File: src/hdl/adc_ctrl_pkg.sv
// constants and carrier types for the converter control block
package adc_ctrl_pkg;

    // ----------------------------------------------------------------
    // register map
    // ----------------------------------------------------------------
    localparam logic [3:0] MAIN_CFG_ADDR = 4'h0;
    localparam logic [3:0] CAL_ADJ_ADDR = 4'h4;
    localparam logic [3:0] CAL_CONST_ADDR = 4'h5;
    localparam logic [15:0] MAIN_CFG_RESET = 16'h0000;
    localparam logic [15:0] CAL_ADJ_RESET = 16'h4000;

    // field positions
    localparam int TRIM_REQ_BIT = 15;
    localparam int I_PD_BIT = 11;
    localparam int Q_PD_BIT = 10;
    localparam int TRIG_STAMP_BIT = 3;
    localparam int TRIM_SEQ_BIT = 14;
    localparam int CONST_SEL_BIT = 7;
    localparam int TRIM_BUSY_BIT = 0;

    // ----------------------------------------------------------------
    // constant array transfers and timing counts
    // ----------------------------------------------------------------
    localparam int CONST_WORDS = 239;
    localparam logic [7:0] CONST_READS = 8'h0F0;
    localparam logic [7:0] CONST_WRITES = 8'h0F1;
    localparam int FLUSH_CYCLES = 60;
    localparam int TRIM_LOW_MIN_CYCLES = 64;
    localparam int TRIM_HIGH_MIN_CYCLES = 64;
    localparam int DATA_PIPE_STAGES = 4;
    localparam int SAMPLE_W = 12;

    // ----------------------------------------------------------------
    // types
    // ----------------------------------------------------------------
    typedef struct packed {
        logic [SAMPLE_W-1:0] i_out_bus;
        logic [SAMPLE_W-1:0] i_delayed_out_bus;
        logic [SAMPLE_W-1:0] q_out_bus;
        logic [SAMPLE_W-1:0] q_delayed_out_bus;
        logic i_over_range;
        logic q_over_range;
    } out_word_s;

    typedef enum {ST_POWER_WAIT, ST_IDLE, ST_TRIM, ST_FLUSH} ctrl_state_e;

endpackage

File: src/hdl/adc_trim_ctrl.sv
// calibration sequencing, time stamp insertion and channel power down
`timescale 1ns/10ps
module adc_trim_ctrl
    import adc_ctrl_pkg::*;
#(
    parameter int POWER_ON_WAIT_SHORT_CYCLES = 16777216,
    parameter int POWER_ON_WAIT_LONG_CYCLES = 1073741824,
    parameter int TRIM_FULL_CYCLES = 1400000,
    parameter int TRIM_LINEAR_CYCLES = 1000000
)
(
    input wire logic sys_clk_in,
    input wire logic resetn_in,
    input wire logic reg_wr_in,
    input wire logic reg_rd_in,
    input wire logic [3:0] reg_addr_in,
    input wire logic [15:0] reg_wdata_in,
    output logic [15:0] reg_rdata_out,
    input wire logic trim_request_in,
    input wire logic power_on_wait_select_in,
    input wire logic i_channel_power_down_in,
    input wire logic q_channel_power_down_in,
    input wire logic extended_control_mode_in,
    input wire logic output_clock_reset_input_in,
    input wire out_word_s conv_word_in,
    output out_word_s data_word_out,
    output logic data_valid_out,
    output logic trim_in_progress_out,
    output logic termination_trim_out,
    output logic output_data_clock_out,
    output logic i_channel_powered_down_out,
    output logic q_channel_powered_down_out
);

    // ----------------------------------------------------------------
    // declarations
    // ----------------------------------------------------------------
    ctrl_state_e state;
    logic [15:0] main_configuration;
    logic [15:0] calibration_adjust;
    logic [15:0] const_mem [CONST_WORDS];
    logic [7:0] const_idx;
    logic const_sel_q;
    logic [31:0] wait_cnt;
    logic [31:0] trim_cnt;
    logic [31:0] trim_len;
    logic [6:0] flush_cnt;
    logic [7:0] low_cnt;
    logic [7:0] high_cnt;
    logic low_armed;
    logic cmd_start;
    logic first_cycle;
    logic strap_high;
    logic wait_sel_q;
    logic wait_sel_change;
    logic trim_req_eff;
    logic i_pd_eff;
    logic q_pd_eff;
    logic both_down;
    logic trig_meta;
    logic trig_sync;
    logic trig_stamp;
    out_word_s pipe [DATA_PIPE_STAGES];
    out_word_s stamped;
    logic reg_wr_main;
    logic reg_wr_adj;
    logic const_access;

    // ----------------------------------------------------------------
    // control combination
    // ----------------------------------------------------------------
    // pin and register bit are merged only in extended control mode
    assign trim_req_eff = trim_request_in
        | (extended_control_mode_in & main_configuration[TRIM_REQ_BIT]);
    assign i_pd_eff = i_channel_power_down_in
        | (extended_control_mode_in & main_configuration[I_PD_BIT]);
    assign q_pd_eff = q_channel_power_down_in
        | (extended_control_mode_in & main_configuration[Q_PD_BIT]);
    assign both_down = i_pd_eff & q_pd_eff;
    assign wait_sel_change = (power_on_wait_select_in != wait_sel_q)
        && !first_cycle;
    assign reg_wr_main = reg_wr_in && (reg_addr_in == MAIN_CFG_ADDR);
    assign reg_wr_adj = reg_wr_in && (reg_addr_in == CAL_ADJ_ADDR);
    assign const_access = (reg_addr_in == CAL_CONST_ADDR)
        && calibration_adjust[CONST_SEL_BIT];
    // full sequence puts termination ahead of linearity
    assign trim_len = calibration_adjust[TRIM_SEQ_BIT]
        ? 32'(TRIM_FULL_CYCLES) : 32'(TRIM_LINEAR_CYCLES);

    // ----------------------------------------------------------------
    // configuration registers
    // ----------------------------------------------------------------
    always_ff @(posedge sys_clk_in)
    begin
        if (!resetn_in)
        begin
            main_configuration <= MAIN_CFG_RESET;
            calibration_adjust <= CAL_ADJ_RESET;
        end
        else
        begin
            if (reg_wr_main)
                main_configuration <= reg_wdata_in;
            if (reg_wr_adj)
                calibration_adjust <= reg_wdata_in;
        end
    end

    // ----------------------------------------------------------------
    // constant array port
    // ----------------------------------------------------------------
    // a fresh port select sends the index back to the dummy word
    always_ff @(posedge sys_clk_in)
    begin
        if (!resetn_in)
        begin
            const_idx <= 8'h00;
            const_sel_q <= 1'b0;
        end
        else
        begin
            const_sel_q <= calibration_adjust[CONST_SEL_BIT];
            if (calibration_adjust[CONST_SEL_BIT] && !const_sel_q)
                const_idx <= 8'h00;
            else if (const_access && reg_rd_in && const_idx < CONST_READS)
                const_idx <= const_idx + 8'h01;
            else if (const_access && reg_wr_in && const_idx < CONST_WRITES)
                const_idx <= const_idx + 8'h01;
        end
    end

    // restore fills words in order; trailing dummy writes dropped
    always_ff @(posedge sys_clk_in)
    begin
        if (const_access && reg_wr_in && const_idx < 8'(CONST_WORDS))
            const_mem[const_idx] <= reg_wdata_in;
    end

    // read data is registered; first read of a save is the dummy word
    always_ff @(posedge sys_clk_in)
    begin
        if (!resetn_in)
            reg_rdata_out <= 16'h0000;
        else if (reg_rd_in)
        begin
            unique case (reg_addr_in)
                MAIN_CFG_ADDR: reg_rdata_out <= main_configuration;
                CAL_ADJ_ADDR:
                begin
                    reg_rdata_out <= calibration_adjust;
                    reg_rdata_out[TRIM_BUSY_BIT] <= (state == ST_TRIM);
                end
                CAL_CONST_ADDR:
                begin
                    if (const_access && const_idx != 8'h00
                        && const_idx < CONST_READS)
                        reg_rdata_out <= const_mem[const_idx - 8'h01];
                    else
                        reg_rdata_out <= 16'h0000;
                end
                default: reg_rdata_out <= 16'h0000;
            endcase
        end
    end

    // ----------------------------------------------------------------
    // commanded start detector
    // ----------------------------------------------------------------
    // a full low phase must precede the high count: filters noise
    // and forces the request back low between runs
    always_ff @(posedge sys_clk_in)
    begin
        if (!resetn_in)
        begin
            low_cnt <= 8'h00;
            high_cnt <= 8'h00;
            low_armed <= 1'b0;
            cmd_start <= 1'b0;
        end
        else
        begin
            cmd_start <= 1'b0;
            if (!trim_req_eff)
            begin
                high_cnt <= 8'h00;
                if (low_cnt < 8'(TRIM_LOW_MIN_CYCLES - 1))
                    low_cnt <= low_cnt + 8'h01;
                else
                    low_armed <= 1'b1;
            end
            else
            begin
                low_cnt <= 8'h00;
                if (low_armed && high_cnt < 8'(TRIM_HIGH_MIN_CYCLES - 1))
                    high_cnt <= high_cnt + 8'h01;
                else if (low_armed)
                begin
                    cmd_start <= 1'b1;
                    low_armed <= 1'b0;
                end
            end
        end
    end

    // ----------------------------------------------------------------
    // power-up strap and wait select watch
    // ----------------------------------------------------------------
    // request level is caught on the first clock after reset release
    always_ff @(posedge sys_clk_in)
    begin
        if (!resetn_in)
        begin
            first_cycle <= 1'b1;
            strap_high <= 1'b0;
            wait_sel_q <= 1'b0;
        end
        else
        begin
            first_cycle <= 1'b0;
            wait_sel_q <= power_on_wait_select_in;
            if (first_cycle)
                strap_high <= trim_req_eff;
            else if (state != ST_POWER_WAIT)
                strap_high <= 1'b0;
        end
    end

    // ----------------------------------------------------------------
    // sequencer
    // ----------------------------------------------------------------
    // every start path lands in the same trim state and count
    always_ff @(posedge sys_clk_in)
    begin
        if (!resetn_in)
        begin
            state <= ST_POWER_WAIT;
            wait_cnt <= 32'h0000_0000;
            trim_cnt <= 32'h0000_0000;
            flush_cnt <= 7'h00;
        end
        else
        begin
            unique case (state)
                ST_POWER_WAIT:
                begin
                    wait_cnt <= wait_cnt + 32'h0000_0001;
                    if (wait_sel_change)
                        wait_cnt <= 32'h0000_0000;
                    else if (wait_cnt >= (power_on_wait_select_in
                        ? 32'(POWER_ON_WAIT_LONG_CYCLES - 1)
                        : 32'(POWER_ON_WAIT_SHORT_CYCLES - 1)))
                    begin
                        trim_cnt <= 32'h0000_0000;
                        // a high request skips the automatic run
                        state <= (strap_high || trim_req_eff)
                            ? ST_IDLE : ST_TRIM;
                    end
                end
                ST_IDLE, ST_FLUSH:
                begin
                    flush_cnt <= flush_cnt + 7'h01;
                    if (state == ST_FLUSH
                        && flush_cnt >= 7'(FLUSH_CYCLES - 1))
                        state <= ST_IDLE;
                    if (cmd_start)
                    begin
                        trim_cnt <= 32'h0000_0000;
                        state <= ST_TRIM;
                    end
                    else if (wait_sel_change)
                    begin
                        wait_cnt <= 32'h0000_0000;
                        state <= ST_POWER_WAIT;
                    end
                end
                ST_TRIM:
                begin
                    flush_cnt <= 7'h00;
                    // both channels down freezes progress in place
                    if (!both_down)
                        trim_cnt <= trim_cnt + 32'h0000_0001;
                    if (!both_down && trim_cnt >= trim_len - 32'h0000_0001)
                        state <= ST_FLUSH;
                end
            endcase
        end
    end

    // ----------------------------------------------------------------
    // status and power outputs
    // ----------------------------------------------------------------
    always_ff @(posedge sys_clk_in)
    begin
        if (!resetn_in)
        begin
            trim_in_progress_out <= 1'b0;
            termination_trim_out <= 1'b0;
            i_channel_powered_down_out <= 1'b0;
            q_channel_powered_down_out <= 1'b0;
            output_data_clock_out <= 1'b0;
        end
        else
        begin
            trim_in_progress_out <= (state == ST_TRIM);
            // termination phase leads the full sequence only
            termination_trim_out <= (state == ST_TRIM)
                && calibration_adjust[TRIM_SEQ_BIT]
                && (trim_cnt < 32'(TRIM_FULL_CYCLES - TRIM_LINEAR_CYCLES));
            i_channel_powered_down_out <= i_pd_eff
                | ((state == ST_TRIM) & both_down);
            q_channel_powered_down_out <= q_pd_eff
                | ((state == ST_TRIM) & both_down);
            output_data_clock_out <= !output_data_clock_out;
        end
    end

    // ----------------------------------------------------------------
    // time stamp trigger and data pipeline
    // ----------------------------------------------------------------
    // trigger has no phase relation to the clock, so resync it first
    always_ff @(posedge sys_clk_in)
    begin
        if (!resetn_in)
        begin
            trig_meta <= 1'b0;
            trig_sync <= 1'b0;
            trig_stamp <= 1'b0;
        end
        else
        begin
            trig_meta <= output_clock_reset_input_in;
            trig_sync <= trig_meta;
            trig_stamp <= trig_sync;
        end
    end

    // lsb replaced at pipeline entry so it shares the data latency
    always_comb
    begin
        stamped = conv_word_in;
        if (main_configuration[TRIG_STAMP_BIT])
        begin
            stamped.i_out_bus[0] = trig_stamp;
            stamped.i_delayed_out_bus[0] = trig_stamp;
            stamped.q_out_bus[0] = trig_stamp;
            stamped.q_delayed_out_bus[0] = trig_stamp;
        end
    end

    always_ff @(posedge sys_clk_in)
    begin
        if (!resetn_in)
        begin
            for (int k = 0; k < DATA_PIPE_STAGES; k++)
                pipe[k] <= '0;
        end
        else
        begin
            pipe[0] <= stamped;
            for (int k = 1; k < DATA_PIPE_STAGES; k++)
                pipe[k] <= pipe[k-1];
        end
    end

    // outputs low through trim and flush; a channel that is down
    // shows zero, not stale samples
    always_ff @(posedge sys_clk_in)
    begin
        if (!resetn_in)
        begin
            data_word_out <= '0;
            data_valid_out <= 1'b0;
        end
        else
        begin
            data_valid_out <= (state == ST_IDLE);
            if (state != ST_IDLE)
                data_word_out <= '0;
            else
            begin
                data_word_out <= pipe[DATA_PIPE_STAGES-1];
                if (i_pd_eff)
                begin
                    data_word_out.i_out_bus <= '0;
                    data_word_out.i_delayed_out_bus <= '0;
                    data_word_out.i_over_range <= 1'b0;
                end
                if (q_pd_eff)
                begin
                    data_word_out.q_out_bus <= '0;
                    data_word_out.q_delayed_out_bus <= '0;
                    data_word_out.q_over_range <= 1'b0;
                end
            end
        end
    end

endmodule // adc_trim_ctrl

File: config.mk
export PLATFORM = sky130hd
export DESIGN_NAME = adc_trim_ctrl
export DESIGN_NICKNAME = d
export VERILOG_FILES = /design/src/hdl/adc_ctrl_pkg.sv /design/src/hdl/adc_trim_ctrl.sv
export SDC_FILE = /design/constraint.sdc
export NUM_CORES = 2
export LEC_CHECK = 0
export ABC_AREA = 0
export ABC_CLOCK_PERIOD_IN_PS = 6100
export BUFFER_PORTS_ARGS = -buffer_cell sky130_fd_sc_hd__buf_2
export CAP_MARGIN = 20
export CORE_ASPECT_RATIO = 2
export CORE_MARGIN = 1
export CORE_UTILIZATION = 60
export DETAILED_ROUTE_END_ITERATION = 6
export PLACE_DENSITY = 0.76
export SYNTH_ARGS = -nofsm -noshare
export SYNTH_HDL_FRONTEND = slang
export SYNTH_SLANG_ARGS = --single-unit
File: constraint.sdc
create_clock -name sys_clk_in -period 6.1 [get_ports sys_clk_in]
set_input_delay 0.305 -clock sys_clk_in [delete_from_list [all_inputs] [get_ports sys_clk_in]]
set_output_delay 0.305 -clock sys_clk_in [all_outputs]
set_load 0.05 [all_outputs]
; ---- Word-level counts from Yosys, hierarchy flattened
; Memories as Yosys holds them, arrays and structs flattened.
; Index checks and enable logic that the tools add are counted.
[op_classes]
addsub = 8
magnitude_cmp = 9
eq_ne = 20
mux = 42
bitwise_logic = 16
n_reduce_logical = 41
[op_table]
columns = op, n
row1 = two-way mux 32 bit, 13
row2 = two-way mux 50 bit, 4
row3 = one-hot mux 32 bit (3 select lines), 2
row4 = "== test 32 x 2 -> 1 bit, second input constant", 3
row5 = "adder 32 x 1 -> 32 bit, second input constant", 2
row6 = "== test 32 x 3 -> 1 bit, second input constant", 2
row7 = one-hot mux 32 bit (2 select lines), 1
row8 = one-hot mux 16 bit (3 select lines), 1
row9 = "== test 32 x 1 -> 1 bit, second input constant", 1
row10 = >= comparator 32 x 30 -> 1 bit, 1
row11 = >= comparator 32 bit, 1
row12 = logical NOT 32 bit, 1
row13 = "< comparator 32 x 19 -> 1 bit, second input constant", 1
row14 = "inequality test 32 x 2 -> 1 bit, second input constant", 1
row15 = nonzero test 32 bit, 1
row16 = two-way mux 30 bit, 1
row17 = "adder 8 x 1 -> 8 bit, second input constant", 3
row18 = "< comparator 8 bit, second input constant", 3
row19 = "subtractor 21 x 1 -> 22 bit, second input constant", 1
row20 = two-way mux 21 bit, 1
row21 = "inequality test 2 bit, second input constant", 9
row22 = logical AND 1 bit, 17
row23 = "< comparator 8 x 6 -> 1 bit, second input constant", 2
row24 = two-way mux 16 bit, 1
row25 = 23 further kinds, 63
[word_totals]
reg_bits = 240
mem_bits_rw = 4024
inputBits = 80
elab_cells = 169
mem_count = 2
[mem_list]
columns = name, depth, word_bits, read_ports, rd_ports_with_merged_regs, write_ports, line
row1 = const_mem, 239, 16, 1, 0, 1, adc_trim_ctrl.sv:41  ; logic [15:0] const_mem [CONST_WORDS];
row2 = pipe, 4, 50, 4, 0, 4, adc_trim_ctrl.sv:63  ; out_word_s pipe [DATA_PIPE_STAGES];

; ---- Logic depth before layout (Yosys ltp)
[logic_depth]
depth_word = 7
depth_mapped = 21
ltp_nobuf = 10

; ---- Worst setup path after synthesis
; OpenSTA, ideal clock, no wires.
[synth_path]
path_type = register to register
startpoint = register const_idx[0]
endpoint = register reg_rdata_out[11]
setup_time_ns = 0.123
arrival_ns = 4.331
setup_slack_ns = 1.646
path_stages_with_launch = 20
path_buffers = 11
path_cell_list = dfxtp_1 > buf_6 > buf_6 > buf_4 > buf_4 > buf_4 > inv_1 > buf_2 > buf_2 > ha_1 > buf_2 > buf_2 > clkbuf_1 > clkbuf_1 > mux4_2 > mux4_2 > nand2_1 > a21oi_1 > nor4_1 > o21ai_1
[synth_between]
elab_chain_len = 5
word_cells_on_any_way = 8
cone_classes = 1 x add/sub / 1 x order compare / 2 x mux / 3 x reduce/logical / 1 x memory
[synth_lines]
columns = item, line
row1 = start: declaration, adc_trim_ctrl.sv:42  ; logic [7:0] const_idx;
row2 = start signal: assignment, adc_trim_ctrl.sv:126  ; const_idx <= const_idx + 8'h01;
row3 = start signal: assignment, adc_trim_ctrl.sv:128  ; const_idx <= const_idx + 8'h01;
row4 = branches (longest 3 deep; another with memory (239 x 16 bit)), -
row5 = two-way mux 16 bit *, adc_trim_ctrl.sv:155  ; if (const_access && const_idx != 8'h00
row6 = one-hot mux 16 bit (3 select lines) *, adc_trim_ctrl.sv:146  ; unique case (reg_addr_in)
row7 = end signal: assignment, adc_trim_ctrl.sv:147  ; MAIN_CFG_ADDR: reg_rdata_out <= main_configuration;
row8 = end signal: assignment, adc_trim_ctrl.sv:150  ; reg_rdata_out <= calibration_adjust;
row9 = end signal: assignment, adc_trim_ctrl.sv:157  ; reg_rdata_out <= const_mem[const_idx - 8'h01];
row10 = end: declaration, adc_trim_ctrl.sv:18  ; output logic [15:0] reg_rdata_out,
; Mark *: on every way between the ends.
; A chain may end at the register's enable or synchronous reset.

; ---- Worst setup path in the final report
[layout_path]
startpoint = register const_idx[0]
endpoint = register reg_rdata_out[12]
; The elaborated chain is that of the path after synthesis.

==> flow_metrics.py <==
metrics = {
    "power_and_ir_drop": {
        "clock_power_share_pct": 41.0,
        "ir_drop_v": 0.0002261,
        "sw_frac_of_total_pct": 19.43,
        "leakagePower_nw": 57.08,
        "p_sw_mw": 10.65,
        "power_density_nw_per_um2": 305.1,
        "internal_power_mw": 44.15,
        "pwr-share-comb_pct": 1.3,
        "seqPwrFrac_pct": 57.7,
        "p_total_mw": 54.80,
    },
    "detailed_routing": {
        "vias": 82386,
        "wl_per_cell_um": 35.37,
        "first_pass_iters": 6,
        "drc": 0,
        "first_iter_violations": 10398,
        "vias_per_cell": 6.795,
        "ant_nets": 0,
        "wirelength_um": 428900,
    },
    "timing": {
        "fin_crit_sh_pct": 84.09,
        "rsz0062_at_grt": "no",
        "fin_tns_setup_ps": 0,
        "final-hold-violation-count": 0,
        "skew_ps": 54.34,
        "fmax_ghz": 0.1950,
        "setup_viol": 0,
        "relSlewSlack_pct": 8.992,
        "worst_pin_slew_ps": 1365,
        "holdWs_ps": 17.55,
        "min_period_ps": 5129,
        "slew_viol_final": 0,
    },
    "synthesis": {
        "ys_ff_latch": 4233,
        "yosysTopAreaCell": "edfxtp_1",
        "synth_top_area_share_pct": 71.26,
        "synth.distinct_cells": 77,
        "synth.most_common_cell": "edfxtp_1",
        "seq_area_frac_synth_pct": 76.34,
        "synth_fp_nets": 7917,
        "async_flop_share_pct": 0,
        "syn_area_um2": 161100,
        "avgSynthCellArea_um2": 20.62,
        "ys_top_cells_by_count": "edfxtp_1 (3824), mux4_2 (1066), nand2_1 (478), dfxtp_1 (409), nor2_1 (379)",
        "synth_flop_cell": "edfxtp_1",
        "synth-edff-count": 3824,
        "synthTopCellsByArea": "edfxtp_1 (71%), mux4_2 (15%), dfxtp_1 (5.1%)",
        "yosysWarnings": 0,
        "syn_inst": 7813,
    },
    "cells_and_area": {
        "register_area_um2": 123000,
        "syn2layout_area_growth_pct": 11.49,
        "num-nets-final": 8436,
        "fillers": 16026,
        "multiInputGateArea_um2": 35900,
        "final_util_pct": 67.39,
        "final_area_um2": 179700,
        "drive_gt1_share_pct": 25.16,
    },
    "worst_setup_path": {
        "cp_max_fo": 58,
        "r2r_cells": 9,
        "r2r_start": "const_idx[0]$_SDFFE_PP0P_",
        "critical_path_class": "register to register",
        "r2r_end": "reg_rdata_out[12]$_SDFFE_PN0P_",
        "worstPathArrival_ps": 5900,
        "reg2reg_slack_ps": 970,
        "critPathCaptureType": "register",
        "start_kind": "register",
        "critPathRequiredTime_ps": 6870,
    },
    "placed_design": {
        "gp_congestion": 0.9870,
        "port_buffers": 151,
        "place_area_um2": 167600,
        "dpl.hpwl_um": 255500,
    },
    "global_route": {
        "antenna_found_initial": 24,
        "grt_util_all_layers_pct": 31.95,
        "grt_max_degree": 235,
        "grt.overflow.total": 0,
        "grt_pass1_wl_um": 606400,
        "grt_pass1_vias": 83987,
    },
    "cts": {
        "numClockSinks": 4233,
        "cts_tree": "built",
        "ctsResizeCount": 0,
        "cts_buffer_depth": 4,
        "postCtsHoldBufs": 65,
        "post_cts_buffers": 0,
        "clk_latency_ps": 930,
        "numCtsBuffers": 335,
        "htreeDepth": 5,
        "clk_pin_slew_worst_paths_ps": 80,
        "root_buffer": "clkbuf_16",
    },
    "die": {
        "die_area_um2": 270800,
        "core_area_um2": 266600,
        "fp.dieH_um": 734.9,
        "ios": 152,
        "die_w_um": 368.4,
        "num_rows": 268,
        "start_util_pct": 60.45,
    },
    "status": {
        "outcome": "complete, no violations",
    },
    "min_path": {
        "hold-path-endpoint": "const_mem[215][0]$_DFFE_PP_",
        "hold_class": "input pin to register",
        "worstHoldStart": "reg_wdata_in[0]",
        "min_path_cells": 1,
    },
    "job": {
        "maxCapViolCount": 0,
    },
}
[critical path, cell delays in order, from the launching register on]
cell	delay, ps
dfxtp_4	780
inv_2	200
ha_4	780
buf_12	390
mux4_2	370
mux4_2	640
mux2i_1	370
o21ai_1	170
a2111oi_0	1040
nor3_1	150
[area by class of cell]
cell class | count | share of cell area, %
clock buffer | 425 | 5.151
inverter | 13 | 0.02855
antenna | 19 | 0.02647
tap | 3510 | 2.445
multi-input combinational | 3129 | 19.98
sequential | 4233 | 68.48
timing repair buffer | 620 | 2.809
clock inverter | 176 | 1.082
[logic make-up after synthesis]
logic type,Yosys count,share of synthesized area (%)
adder cells (fa/ha/maj),24,0.1864
flip-flops,4233,76.34
AND/OR/NAND/NOR,1439,4.200
multiplexers,1216,15.84
AO/OA/AOI/OAI,385,1.619
buffers and inverters,451,1.460
XOR/XNOR,65,0.3580
[layer usage]
metal / global-route usage, % / wire (um)
met5: 0.1603 / 124
met3: 5.031 / 37880
met4: 24.96 / 40260
met2: 55.12 / 221500
met1: 35.31 / 129100
[per-stage QoR]
step / cells / setup WS (ps)
after floorplan: 7813 / 1646
after global placement: 11428 / 903.4
after detailed placement: 11431 / 1020
after CTS: 12097 / 1003
after global routing: 12110 / 787.5
final: 12125 / 970.8
[worst max path at each step]
stage                         startpoint                             end  slack (ps)  cells after the start
2_1_floorplan  const_idx[0]$_SDFFE_PP0P_  reg_rdata_out[11]$_SDFFE_PN0P_        1650                     19
3_5_place_dp   const_idx[0]$_SDFFE_PP0P_   reg_rdata_out[6]$_SDFFE_PN0P_        1020                     12
6_report       const_idx[0]$_SDFFE_PP0P_  reg_rdata_out[12]$_SDFFE_PN0P_         970                      9
4_1_cts        const_idx[0]$_SDFFE_PP0P_   reg_rdata_out[6]$_SDFFE_PN0P_        1000                     12
3_3_place_gp   const_idx[0]$_SDFFE_PP0P_   reg_rdata_out[6]$_SDFFE_PN0P_         900                     11
5_1_grt        const_idx[0]$_SDFFE_PP0P_   reg_rdata_out[6]$_SDFFE_PN0P_         790                     12
[layout by cell type, fill, tap and decap left out, drive strengths merged, types with 29 or more instances in the layout]
master,n
and2,206
bufinv,39
xor2,44
o21ai,49
clkbuf,446
buf,534
clkinv,103
dlygate4sd3,65
nand2,479
and3,90
mux4,1066
dfxtp,409
mux2i,144
o22ai,29
nand3,107
nand4,48
edfxtp,3824
nor2,382
a21oi,109
[power by group through the flow]
| stage | clock (mW) | sequential, mW | combinational [mW] |
|---|---|---|---|
| 2_1_floorplan | 0 | 32.3 | 0.115 |
| 3_3_place_gp | 0 | 32.3 | 0.613 |
| 3_5_place_dp | 0 | 32.3 | 0.656 |
| 4_1_cts | 22.6 | 31.6 | 0.694 |
| 5_1_grt | 23.6 | 31.6 | 0.735 |
| 6_report | 22.5 | 31.6 | 0.698 |
[registers in the layout, summed over array words and instances, names as in the netlist, 7 cells and up, named ones only]
signal,flops
main_configuration,16
low_cnt,8
high_cnt,8
trim_cnt,32
pipe,200
reg_rdata_out,16
calibration_adjust,15
data_word_out,50
wait_cnt,32
flush_cnt,7
const_idx,8
const_mem,3824
(Power assumes the default switching activity.)
